--- config.mk ---
export PLATFORM = sky130hd
export DESIGN_NAME = bdsr_status
export DESIGN_NICKNAME = d
export VERILOG_FILES = /design/src/bdsr_pkg.sv /design/src/bdsr_page_reg.sv /design/src/bdsr_status.sv
export VERILOG_INCLUDE_DIRS = /design/src
export SDC_FILE = /design/constraint.sdc
export NUM_CORES = 1
export LEC_CHECK = 0
export BUFFER_PORTS_ARGS = -buffer_cell sky130_fd_sc_hd__buf_2
export CORE_MARGIN = 3
export CORE_UTILIZATION = 45
export CTS_BUF_LIST = sky130_fd_sc_hd__clkbuf_2 sky130_fd_sc_hd__clkbuf_4 sky130_fd_sc_hd__clkbuf_8
export CTS_CLUSTER_DIAMETER = 50
export DETAILED_ROUTE_END_ITERATION = 10
export HOLD_SLACK_MARGIN = 0.06
export PLACE_DENSITY = 0.88
export REMOVE_ABC_BUFFERS = 1
export SLEW_MARGIN = 20
export SYNTH_ARGS = -nofsm -noshare
export SYNTH_HDL_FRONTEND = slang
export SYNTH_SLANG_ARGS = --single-unit
--- constraint.sdc ---
create_clock -name ref_clk -period 4 [get_ports ref_clk]
set_input_delay 0 -clock ref_clk [delete_from_list [all_inputs] [get_ports ref_clk]]
set_output_delay 0 -clock ref_clk [all_outputs]
set_load 0.05 [all_outputs]
--- src/bdsr_regs.svh ---
// Constants for the background debug status, saved condition code and page registers.
// Assumes inclusion by bare name from the page register and status design files.
`ifndef BDSR_REGS_SVH
`define BDSR_REGS_SVH

// ==========================================================
// Offsets
`define BDSR_ADDR_STATUS 18'h3FF01
`define BDSR_ADDR_CCR 18'h3FF06
`define BDSR_ADDR_PAGE 18'h3FF08

// ==========================================================
// Field positions
`define BDSR_STS_ENABLE 7
`define BDSR_STS_ACTIVE 6
`define BDSR_STS_SDV 4
`define BDSR_STS_TRACE 3
`define BDSR_STS_UNSECURE_FLAG 1
`define BDSR_PPR_PAE 7

// ==========================================================
// Reset values
`define BDSR_CCR_RST_SSC 8'hD8
`define BDSR_CCR_RST_OTHER 8'h00

`endif

--- src/bdsr_pkg.sv ---
// Types shared by the debug status register block.
// Assumes the constants header is available by bare name.
`default_nettype none
package bdsr_pkg;
   // Register access from the debug command engine
   typedef struct packed {
      logic wr;
      logic rd;
      logic [17:0] addr;
      logic [7:0] wdata;
   } bdsr_acc_t;

   // Events from the command engine and the firmware
   typedef struct packed {
      logic cmd_rcvd;
      logic data_done;
      logic trace_cmd;
      logic resume_cmd;
      logic enter;
      logic exit_store;
      logic verify_done;
      logic verify_pass;
   } bdsr_evt_t;

   // Access origin
   typedef enum logic [1:0] {
      BDSR_SRC_HW = 2'b00,
      BDSR_SRC_STD_FW = 2'b01,
      BDSR_SRC_SEC_FW = 2'b10
   } bdsr_src_t;

   // Secure boot progress
   typedef enum logic [1:0] {
      BDSR_SEC_IDLE = 2'b00,
      BDSR_SEC_VERIFY = 2'b01,
      BDSR_SEC_OPEN = 2'b10,
      BDSR_SEC_LOCKED = 2'b11
   } bdsr_sec_t;
endpackage : bdsr_pkg
`default_nettype wire

--- src/bdsr_page_reg.sv ---
// Program page register with paging route for debug memory accesses.
// Assumes the main block gates writes by security and decodes the address.
`default_nettype none
`include "bdsr_regs.svh"
module bdsr_page_reg
(
   // Clock and reset
   input wire logic ref_clk,
   input wire logic rst_b,
   // Register write
   input wire logic wr_en,
   input wire logic [7:0] wdata,
   // Memory access routing
   input wire logic mem_is_bd_cmd,
   output logic [7:0] page_reg_q,
   output logic paged_access,
   output logic [3:0] page_index_field
);
   logic [7:0] page_reg;

   // ==========================================================
   // Storage; unimplemented bits 6..4 stay zero
   always_ff @(posedge ref_clk)
   begin
      if (!rst_b)
         page_reg <= 8'h00;
      else if (wr_en)
         page_reg <= {wdata[7], 3'h0, wdata[3:0]};
   end

   // Register-space commands bypass paging
   assign paged_access = page_reg[`BDSR_PPR_PAE] & ~mem_is_bd_cmd;
   assign page_index_field = page_reg[3:0];
   assign page_reg_q = page_reg;
endmodule : bdsr_page_reg
`default_nettype wire

--- src/bdsr_status.sv ---
// Debug status, saved condition codes and page registers of the debug unit.
// Assumes the command engine, firmware and flash verify drive one-cycle event pulses.
`default_nettype none
`include "bdsr_regs.svh"
module bdsr_status
(
   // Clock and reset
   input wire logic ref_clk,
   input wire logic rst_b,
   // Mode and security straps
   input wire logic special_single_chip,
   input wire logic flash_secured,
   // Register access
   input wire bdsr_pkg::bdsr_acc_t acc,
   input wire bdsr_pkg::bdsr_src_t acc_src,
   output logic [7:0] rdata,
   // Events
   input wire bdsr_pkg::bdsr_evt_t evt,
   input wire logic [7:0] cpu_ccr,
   input wire logic mem_is_bd_cmd,
   // Status outputs
   output logic debug_enable_flag,
   output logic debug_active_flag,
   output logic std_table_mapped,
   output logic sec_table_mapped,
   output logic security_on,
   output logic paged_access,
   output logic [3:0] page_index_field
);
   logic [7:0] ccr_reg;
   logic [7:0] ccr_next;
   logic enable_reg;
   logic active_reg;
   logic sdv_reg;
   logic trace_reg;
   logic unsecure_flag_reg;
   logic secured_reg;
   logic [7:0] page_q;
   logic [7:0] rdata_next;
   logic not_secure;
   logic wr_sts;
   logic wr_ccr;
   logic wr_page;
   bdsr_pkg::bdsr_sec_t sec_reg;

   // ==========================================================
   // Security view; strap sampled on the clock, not by reset
   // Unsecure has no meaning when the flash byte is already unsecured
   assign not_secure = ~secured_reg | unsecure_flag_reg;
   assign security_on = ~not_secure;

   // Writes allowed only while unsecured, except secure firmware writes to status
   assign wr_sts = acc.wr && acc.addr == `BDSR_ADDR_STATUS
      && (not_secure || acc_src == bdsr_pkg::BDSR_SRC_SEC_FW);
   assign wr_ccr = acc.wr && acc.addr == `BDSR_ADDR_CCR && not_secure;
   assign wr_page = acc.wr && acc.addr == `BDSR_ADDR_PAGE && not_secure;

   // Security latched in the idle cycle after each reset; resecure comes back next reset
   always_ff @(posedge ref_clk)
   begin
      if (!rst_b)
         secured_reg <= 1'b1;
      else if (sec_reg == bdsr_pkg::BDSR_SEC_IDLE)
         secured_reg <= flash_secured;
   end

   // ==========================================================
   // Secure boot sequence
   always_ff @(posedge ref_clk)
   begin
      if (!rst_b)
         sec_reg <= bdsr_pkg::BDSR_SEC_IDLE;
      else
      begin
         case (sec_reg)
            bdsr_pkg::BDSR_SEC_IDLE:
               if (special_single_chip && flash_secured)
                  sec_reg <= bdsr_pkg::BDSR_SEC_VERIFY;
               else
                  sec_reg <= bdsr_pkg::BDSR_SEC_OPEN;
            bdsr_pkg::BDSR_SEC_VERIFY:
               if (evt.verify_done)
                  sec_reg <= evt.verify_pass ? bdsr_pkg::BDSR_SEC_OPEN
                     : bdsr_pkg::BDSR_SEC_LOCKED;
            default:
               sec_reg <= sec_reg;
         endcase
      end
   end

   // Secure table overlays the standard one until verify completes, pass or fail
   assign sec_table_mapped = (sec_reg == bdsr_pkg::BDSR_SEC_VERIFY);
   assign std_table_mapped = active_reg & ~sec_table_mapped;

   // ==========================================================
   // Enable flag
   always_ff @(posedge ref_clk)
   begin
      if (!rst_b)
         enable_reg <= 1'b0;
      else if (sec_reg == bdsr_pkg::BDSR_SEC_IDLE)
         enable_reg <= special_single_chip && !flash_secured;
      else if (sec_reg == bdsr_pkg::BDSR_SEC_VERIFY)
         enable_reg <= evt.verify_done;
      else if (wr_sts)
         enable_reg <= acc.wdata[`BDSR_STS_ENABLE];
   end

   // ==========================================================
   // Active flag: set by entry only when enabled, cleared by exit store from standard firmware
   always_ff @(posedge ref_clk)
   begin
      if (!rst_b)
         active_reg <= 1'b0;
      else if (evt.enter && enable_reg)
         active_reg <= 1'b1;
      else if (evt.exit_store && acc_src == bdsr_pkg::BDSR_SRC_STD_FW)
         active_reg <= 1'b0;
   end

   // ==========================================================
   // Shift data valid: set wins over a clear in the same cycle
   always_ff @(posedge ref_clk)
   begin
      if (!rst_b)
         sdv_reg <= 1'b0;
      else if (evt.data_done)
         sdv_reg <= 1'b1;
      // Command received or a real exit clears it; a refused exit store leaves the data phase intact
      else if (evt.cmd_rcvd || (evt.exit_store && active_reg
         && acc_src == bdsr_pkg::BDSR_SRC_STD_FW))
         sdv_reg <= 1'b0;
   end

   // ==========================================================
   // Trace flag
   always_ff @(posedge ref_clk)
   begin
      if (!rst_b)
         trace_reg <= 1'b0;
      else if (evt.trace_cmd && active_reg)
         trace_reg <= 1'b1;
      else if (evt.resume_cmd)
         trace_reg <= 1'b0;
   end

   // ==========================================================
   // Unsecure flag: zero entering secure mode, set on erased flash
   always_ff @(posedge ref_clk)
   begin
      if (!rst_b)
         unsecure_flag_reg <= 1'b0;
      else if (sec_reg == bdsr_pkg::BDSR_SEC_VERIFY && evt.verify_done)
         unsecure_flag_reg <= evt.verify_pass;
      else if (wr_sts && (!secured_reg || (special_single_chip
         && acc_src == bdsr_pkg::BDSR_SRC_SEC_FW)))
         unsecure_flag_reg <= acc.wdata[`BDSR_STS_UNSECURE_FLAG];
   end

   // ==========================================================
   // Saved condition codes; mode picks the reset image
   always_comb
   begin
      ccr_next = ccr_reg;
      if (sec_reg == bdsr_pkg::BDSR_SEC_IDLE)
         ccr_next = special_single_chip ? `BDSR_CCR_RST_SSC : `BDSR_CCR_RST_OTHER;
      else if (evt.enter && enable_reg && !active_reg)
         ccr_next = cpu_ccr;
      else if (wr_ccr)
         ccr_next = acc.wdata;
   end

   always_ff @(posedge ref_clk)
   begin
      if (!rst_b)
         ccr_reg <= `BDSR_CCR_RST_OTHER;
      else
         ccr_reg <= ccr_next;
   end

   // ==========================================================
   // Page register
   bdsr_page_reg u_page
   (
      .ref_clk(ref_clk),
      .rst_b(rst_b),
      .wr_en(wr_page),
      .wdata(acc.wdata),
      .mem_is_bd_cmd(mem_is_bd_cmd),
      .page_reg_q(page_q),
      .paged_access(paged_access),
      .page_index_field(page_index_field)
   );

   // ==========================================================
   // Read mux; secured reads show zero except status
   always_comb
   begin
      rdata_next = 8'h00;
      if (acc.addr == `BDSR_ADDR_STATUS)
         rdata_next = {enable_reg, active_reg, 1'b0, sdv_reg, trace_reg, 1'b0,
            unsecure_flag_reg, 1'b0};
      else if (acc.addr == `BDSR_ADDR_CCR && not_secure)
         rdata_next = ccr_reg;
      else if (acc.addr == `BDSR_ADDR_PAGE && not_secure)
         rdata_next = page_q;
   end

   always_ff @(posedge ref_clk)
   begin
      if (!rst_b)
         rdata <= 8'h00;
      else if (acc.rd)
         rdata <= rdata_next;
   end

   assign debug_enable_flag = enable_reg;
   assign debug_active_flag = active_reg;
endmodule : bdsr_status
`default_nettype wire

==> run_results.csv, run 1 <==
group,metric,value,unit
clock_tree,clock_sinks,29,
worst_setup_path,startpoint_type,"register",
synth,async_reset_ff_share,0,%
timing,fin_ws,1.93,ns
run_status,status,"finished clean",
worst_setup_path,crit_path_cell_trace,"nand2b_1 -> and3_1 -> a31oi_1 -> a21oi_1 -> dlygate4sd3_1",
timing,report.final.hold_viol_count,0,
floorplanning,die_x,65.1,µm
worst_setup_path,required,4.27,ns
timing,period_minus_slack,2.07,ns
placement,place_worst_setup_slack,2.31,ns
worst_setup_path,path_delay_family,"simple AND/OR/NAND/NOR gates",
placement,dpl.hpwl,3350,µm
clock_tree,cts-resized-gates,0,
clock_tree,cts_tree,"yes",
detailed_routing,antenna_left,0,
synth,avgSynthCellArea,8.33,µm²
detailed_routing,drt-initial-drc-count,163,
synth,synthCells,189,
global_route,grt_max_degree,24,
job,max_cap_violations,0,
timing,rsz0062_at_grt,"false",
timing,max_slew_margin,32.4,%
clock_tree,numCtsBuffers,5,
global_route,antenna_found_initial,0,
worst_setup_path,r2r_slack,1.93,ns
clock_tree,htree_levels,2,
cells_and_area,nNetsFinal,330,
placement,numPortBuffers,68,
cells_and_area,syn2layout_area_growth,42.1,%
global_route,grt_pass1_vias,1748,
timing,hold_slack,0.0827,ns
pwr,power_density,287,nW/µm²
detailed_routing,wire_per_inst,15.2,µm
synth,ys_ff_latch,29,
clock_tree,cts_setup_buffers,0,
cells_and_area,drive_gt1_share,29.7,%
synth,ys_types,38,
floorplanning,rows,20,
global_route,grt_pass1_wl,7710,µm
global_route,grt_use_total,23.4,%
synth,ys.flop_type,"dfxtp_1",
synth,synth-edff-count,0,
timing,setup_viol,0,
detailed_routing,viasPerCell,5.63,
worst_setup_path,crit_path_max_incr_delay,0.57,ns
pwr,finalPower,0.642,mW
worst_setup_path,crit_slowest_cell,"dlygate4sd3_1",
timing,tightest_slew,1.01,ns
clock_tree,clock_latency,0.34,ns
detailed_routing,routed_wl,4910,µm
hold_path,hold_path.class,"input pin to register",
worst_setup_path,cp_num_buf_inv,1,
worst_setup_path,crit_path_end_kind,"register",
synth,ys_warn_count,0,
global_route,gr-total-overflow,0,
synth,synthesis.area,1570,µm²
cells_and_area,design_area,2240,µm²
timing,finClkSkew,0.0114,ns
worst_setup_path,cp_max_fo,11,
worst_setup_path,arrival,2.34,ns
worst_setup_path,path_class,"register to register",
detailed_routing,firstDrtPassIters,5,
synth,synth.yosys.seq_area_share,36.9,%
timing,max_freq,484,MHz
floorplanning,ioPinCount,69,
placement,place.gp.congestion,0.857,
cells_and_area,fill_cells,269,
clock_tree,cts_buffer_depth,2,
clock_tree,clk_pin_slew,0.08,ns
floorplanning,coreArea,3200,µm²
floorplanning,fp.dieH,65.1,µm
cells_and_area,final_common_cell,"buf_2",
detailed_routing,vias,1817,
pwr,ir_drop,193,µV
cells_and_area,diodes,0,
placement,place_area,1890,µm²
pwr,p_leak,0.946,nW
timing,finalMaxSlewViolations,0,
detailed_routing,drc,0,
clock_tree,ctsRootBufferMaster,"clkbuf_4",
floorplanning,start_util,49.1,%
cells_and_area,most-common-layout-cells,"buf_2, dfxtp_1, dlygate4sd3_1, o21ai_0",
timing,fin_tns_setup,0,ns
floorplanning,die-area,4240,µm²
timing,min_period_over_period,51.6,%
## layer usage
metal / vias up / share of wire [%] / GRT usage [%]
met4: 0 / 1.5 / 7.51
met3: 11 / 8.0 / 5.64
li1: 893 / - / -
met5: - / 0 / 0
met1: 826 / 40 / 27.8
met2: 87 / 51 / 41.3
## layout make-up
cell class | instances | area (µm²) | area share, %
Multi-Input combinational cell | 140 | 890 | 39.8
Timing Repair Buffer | 97 | 631 | 28.2
Sequential cell | 29 | 581 | 26.0
Clock buffer | 7 | 58.8 | 2.63
Tap cell | 44 | 55.1 | 2.46
Inverter | 6 | 22.5 | 1.01
## power by group
| group | switching, mW | internal (mW) | leakage, nW |
|---|---|---|---|
| logic | 0.0749 | 0.0651 | 0.674 |
| clock network | 0.0993 | 0.0895 | 0.0348 |
| registers | 0.0113 | 0.302 | 0.237 |
## worst min-delay path, delay by kind of cell
kind,cells,cell delay (ns)
AOI/OAI and AO/OA,1,0.03
buffers and inverters,1,0.23
and+or+nand+nor,1,0.11
## synth_stat cells (2+ instances only)
cell	count	area, µm²
dfxtp_1	29	581
o21ai_0	22	110
a31oi_1	16	100
nand3_1	16	80.1
a21oi_1	11	55.1
o21ai_1	11	55.1
nand2_1	8	30.0
nor2b_1	7	43.8
a21boi_1	6	45.0
clkbuf_1	6	22.5
inv_1	6	22.5
nand4_1	6	37.5
a22o_1	5	43.8
buf_4	5	37.5
nor2_1	4	15.0
a21boi_0	3	22.5
and3b_1	3	26.3
and3_1	2	12.5
buf_2	2	10.0
nand2b_1	2	12.5
o2111ai_1	2	17.5
## logic make-up after synthesis
| family | count (synthesis) | synth area share [%] |
|---|---|---|
| buffers and inverters | 20 | 6.60 |
| multiplexers | 1 | 0.715 |
| AND/OR/NAND/NOR | 57 | 24.0 |
| AO/OA/AOI/OAI | 82 | 31.8 |
| flip-flops | 29 | 36.9 |
## worst paths after layout
| check | from | endpoint | cells after the start |
|---|---|---|---|
| max | unsecure_flag_reg$_SDFFE_PN0P_ | ccr_reg[6]$_SDFFE_PN0P_ | 5 |
| min | rst_b | debug_enable_flag$_SDFFE_PN0P_ | 3 |
| max reg2reg | unsecure_flag_reg$_SDFFE_PN0P_ | ccr_reg[6]$_SDFFE_PN0P_ | 5 |
| min reg2reg | rdata[5]$_SDFFE_PN0P_ | rdata[5]$_SDFFE_PN0P_ | 2 |
## through the flow
stage               utilization, %  std cells
finish                        69.8        323
global route                  69.8        323
CTS                           69.8        323
detailed placement            58.9        287
global placement              58.9        287
floorplan                        -        175
## repair_timing
action / CTS / global route
endpoints found under the hold margin: 28 / 0
hold buffers: 29 / 0
setup endpoints to repair: 0 / 0
(Power assumes the default switching activity.)
==> run 2, diff against run 1 <==
clock period = 2.09 ns   (was 4 ns; I/O delays follow)
==> run 2 against run 1 <==
Power increased by 94%. Combinational power increased by 95%. Sequential share of layout area decreased by 0.40 points. Non-clock buffer count increased by 4. Design area increased by 1.6%. Critical endpoint is now ccr_reg[4]$_SDFFE_PN0P_. Global-route usage increased by 1.1 points. Register-to-register slack got worse by 1.8 ns. Maximum frequency increased by 4.1%. Sequential power increased by 91%. Critical path type unchanged. Clock skew decreased by 0.0023 ns.
==> run_results.csv, run 2 (synthesis results as in run 1) <==
group,metric,value,unit
cells_and_area,diodes,0,
detailed_routing,antenna_left,0,
placement,place_worst_setup_slack,0.603,ns
floorplanning,die-area,4240,µm²
worst_setup_path,arrival,2.21,ns
worst_setup_path,crit_path_end_kind,"register",
clock_tree,clk_pin_slew,0.09,ns
timing,setup_viol,0,
cells_and_area,most-common-layout-cells,"buf_2, dlygate4sd3_1, dfxtp_1, o21ai_0",
detailed_routing,routed_wl,4950,µm
timing,report.final.hold_viol_count,0,
placement,place_area,1910,µm²
clock_tree,clock_latency,0.34,ns
detailed_routing,vias,1912,
timing,tightest_slew,0.793,ns
global_route,antenna_found_initial,0,
cells_and_area,syn2layout_area_growth,44.4,%
pwr,switching_share,29.4,%
clock_tree,numCtsBuffers,5,
floorplanning,coreArea,3200,µm²
clock_tree,clock_sinks,29,
clock_tree,cts_tree,"yes",
global_route,grt_pass1_vias,1797,
global_route,grt_use_total,24.4,%
timing,max_slew_margin,47.0,%
detailed_routing,wire_per_inst,15.1,µm
placement,numPortBuffers,68,
global_route,grt_max_degree,24,
floorplanning,die_x,65.1,µm
placement,dpl.cell_count,290,
pwr,finalPower,1.24,mW
timing,rsz0062_at_grt,"false",
run_status,status,"finished clean",
timing,hold_slack,0.101,ns
pwr,pwr-share-comb,22.0,%
detailed_routing,viasPerCell,5.83,
cells_and_area,final_common_cell,"buf_2",
floorplanning,start_util,49.1,%
worst_setup_path,path_class,"register to register",
placement,dpl.hpwl,3430,µm
timing,period_minus_slack,1.98,ns
timing,fin_ws,0.105,ns
cells_and_area,final_core_util,70.9,%
placement,place.gp.congestion,0.917,
pwr,p_leak,0.975,nW
global_route,gr-total-overflow,0,
timing,finClkSkew,0.00912,ns
worst_setup_path,required,2.31,ns
detailed_routing,drt-initial-drc-count,160,
cells_and_area,drive_gt1_share,31.0,%
pwr,p_seq_share,48.2,%
timing,fin_tns_setup,0,ns
floorplanning,ioPinCount,69,
cells_and_area,nNetsFinal,334,
detailed_routing,firstDrtPassIters,4,
clock_tree,htree_levels,2,
job,max_cap_violations,0,
pwr,clkPwrFrac,29.8,%
pwr,ir_drop,364,µV
cells_and_area,instances_no_fill,328,
floorplanning,fp.dieH,65.1,µm
pwr,p_int,0.878,mW
worst_setup_path,cp_max_fo,8,
timing,max_freq,504,MHz
detailed_routing,drc,0,
timing,min_period_over_period,95.0,%
pwr,p_sw,0.365,mW
pwr,power_density,547,nW/µm²
hold_path,hold_path.class,"input pin to register",
worst_setup_path,startpoint_type,"register",
global_route,grt_pass1_wl,8040,µm
cells_and_area,design_area,2270,µm²
timing,finalMaxSlewViolations,0,
clock_tree,ctsRootBufferMaster,"clkbuf_4",
clock_tree,cts_buffer_depth,2,
floorplanning,rows,20,
## run 2: final cells by class
cell class	count	area, µm²
Fill cell	274	931
Clock buffer	8	60.1
Timing Repair Buffer	101	663
Inverter	6	22.5
Multi-Input combinational cell	140	891
Tap cell	44	55.1
Sequential cell	29	581
## run 2: critical path, cell delays in order (launching register included)
cell	delay [ns]
dfxtp_1	0.39
nand2b_1	0.27
nand3_1	0.31
o21ai_1	0.25
a21oi_1	0.09
dlygate4sd3_1	0.56
## run 2: repair_timing
item                                   CTS  global route
resized for setup                        0             1
endpoints found under the hold margin   29             0
setup endpoints to repair                0             2
hold buffers                            30             0
setup buffers                            0             0
## run 2: final timing paths
check	start	end	slack, ns	cells after the start
worst max-delay path	unsecure_flag_reg$_SDFFE_PN0P_	ccr_reg[4]$_SDFFE_PN0P_	0.11	5
worst min-delay path	rst_b	sec_reg[0]$_SDFFE_PN0P_	0.10	2
worst max register to register	unsecure_flag_reg$_SDFFE_PN0P_	ccr_reg[4]$_SDFFE_PN0P_	0.11	5
worst min register to register	rdata[5]$_SDFFE_PN0P_	rdata[5]$_SDFFE_PN0P_	0.47	2
## run 2: metal layers
layer  GRT usage, %  routed length, µm
met1           29.8               1950
met2           41.3               2490
met3           4.79                417
met4           11.4                103
met5              0                  0
## run 2: power by group through the flow
stage	Sequential, mW	Combinational, mW	Clock (mW)
2_1_floorplan	0.630	0.101	0
3_3_place_gp	0.610	0.213	0
3_5_place_dp	0.611	0.219	0
4_1_cts	0.598	0.267	0.370
5_1_grt	0.602	0.296	0.394
6_report	0.599	0.273	0.370
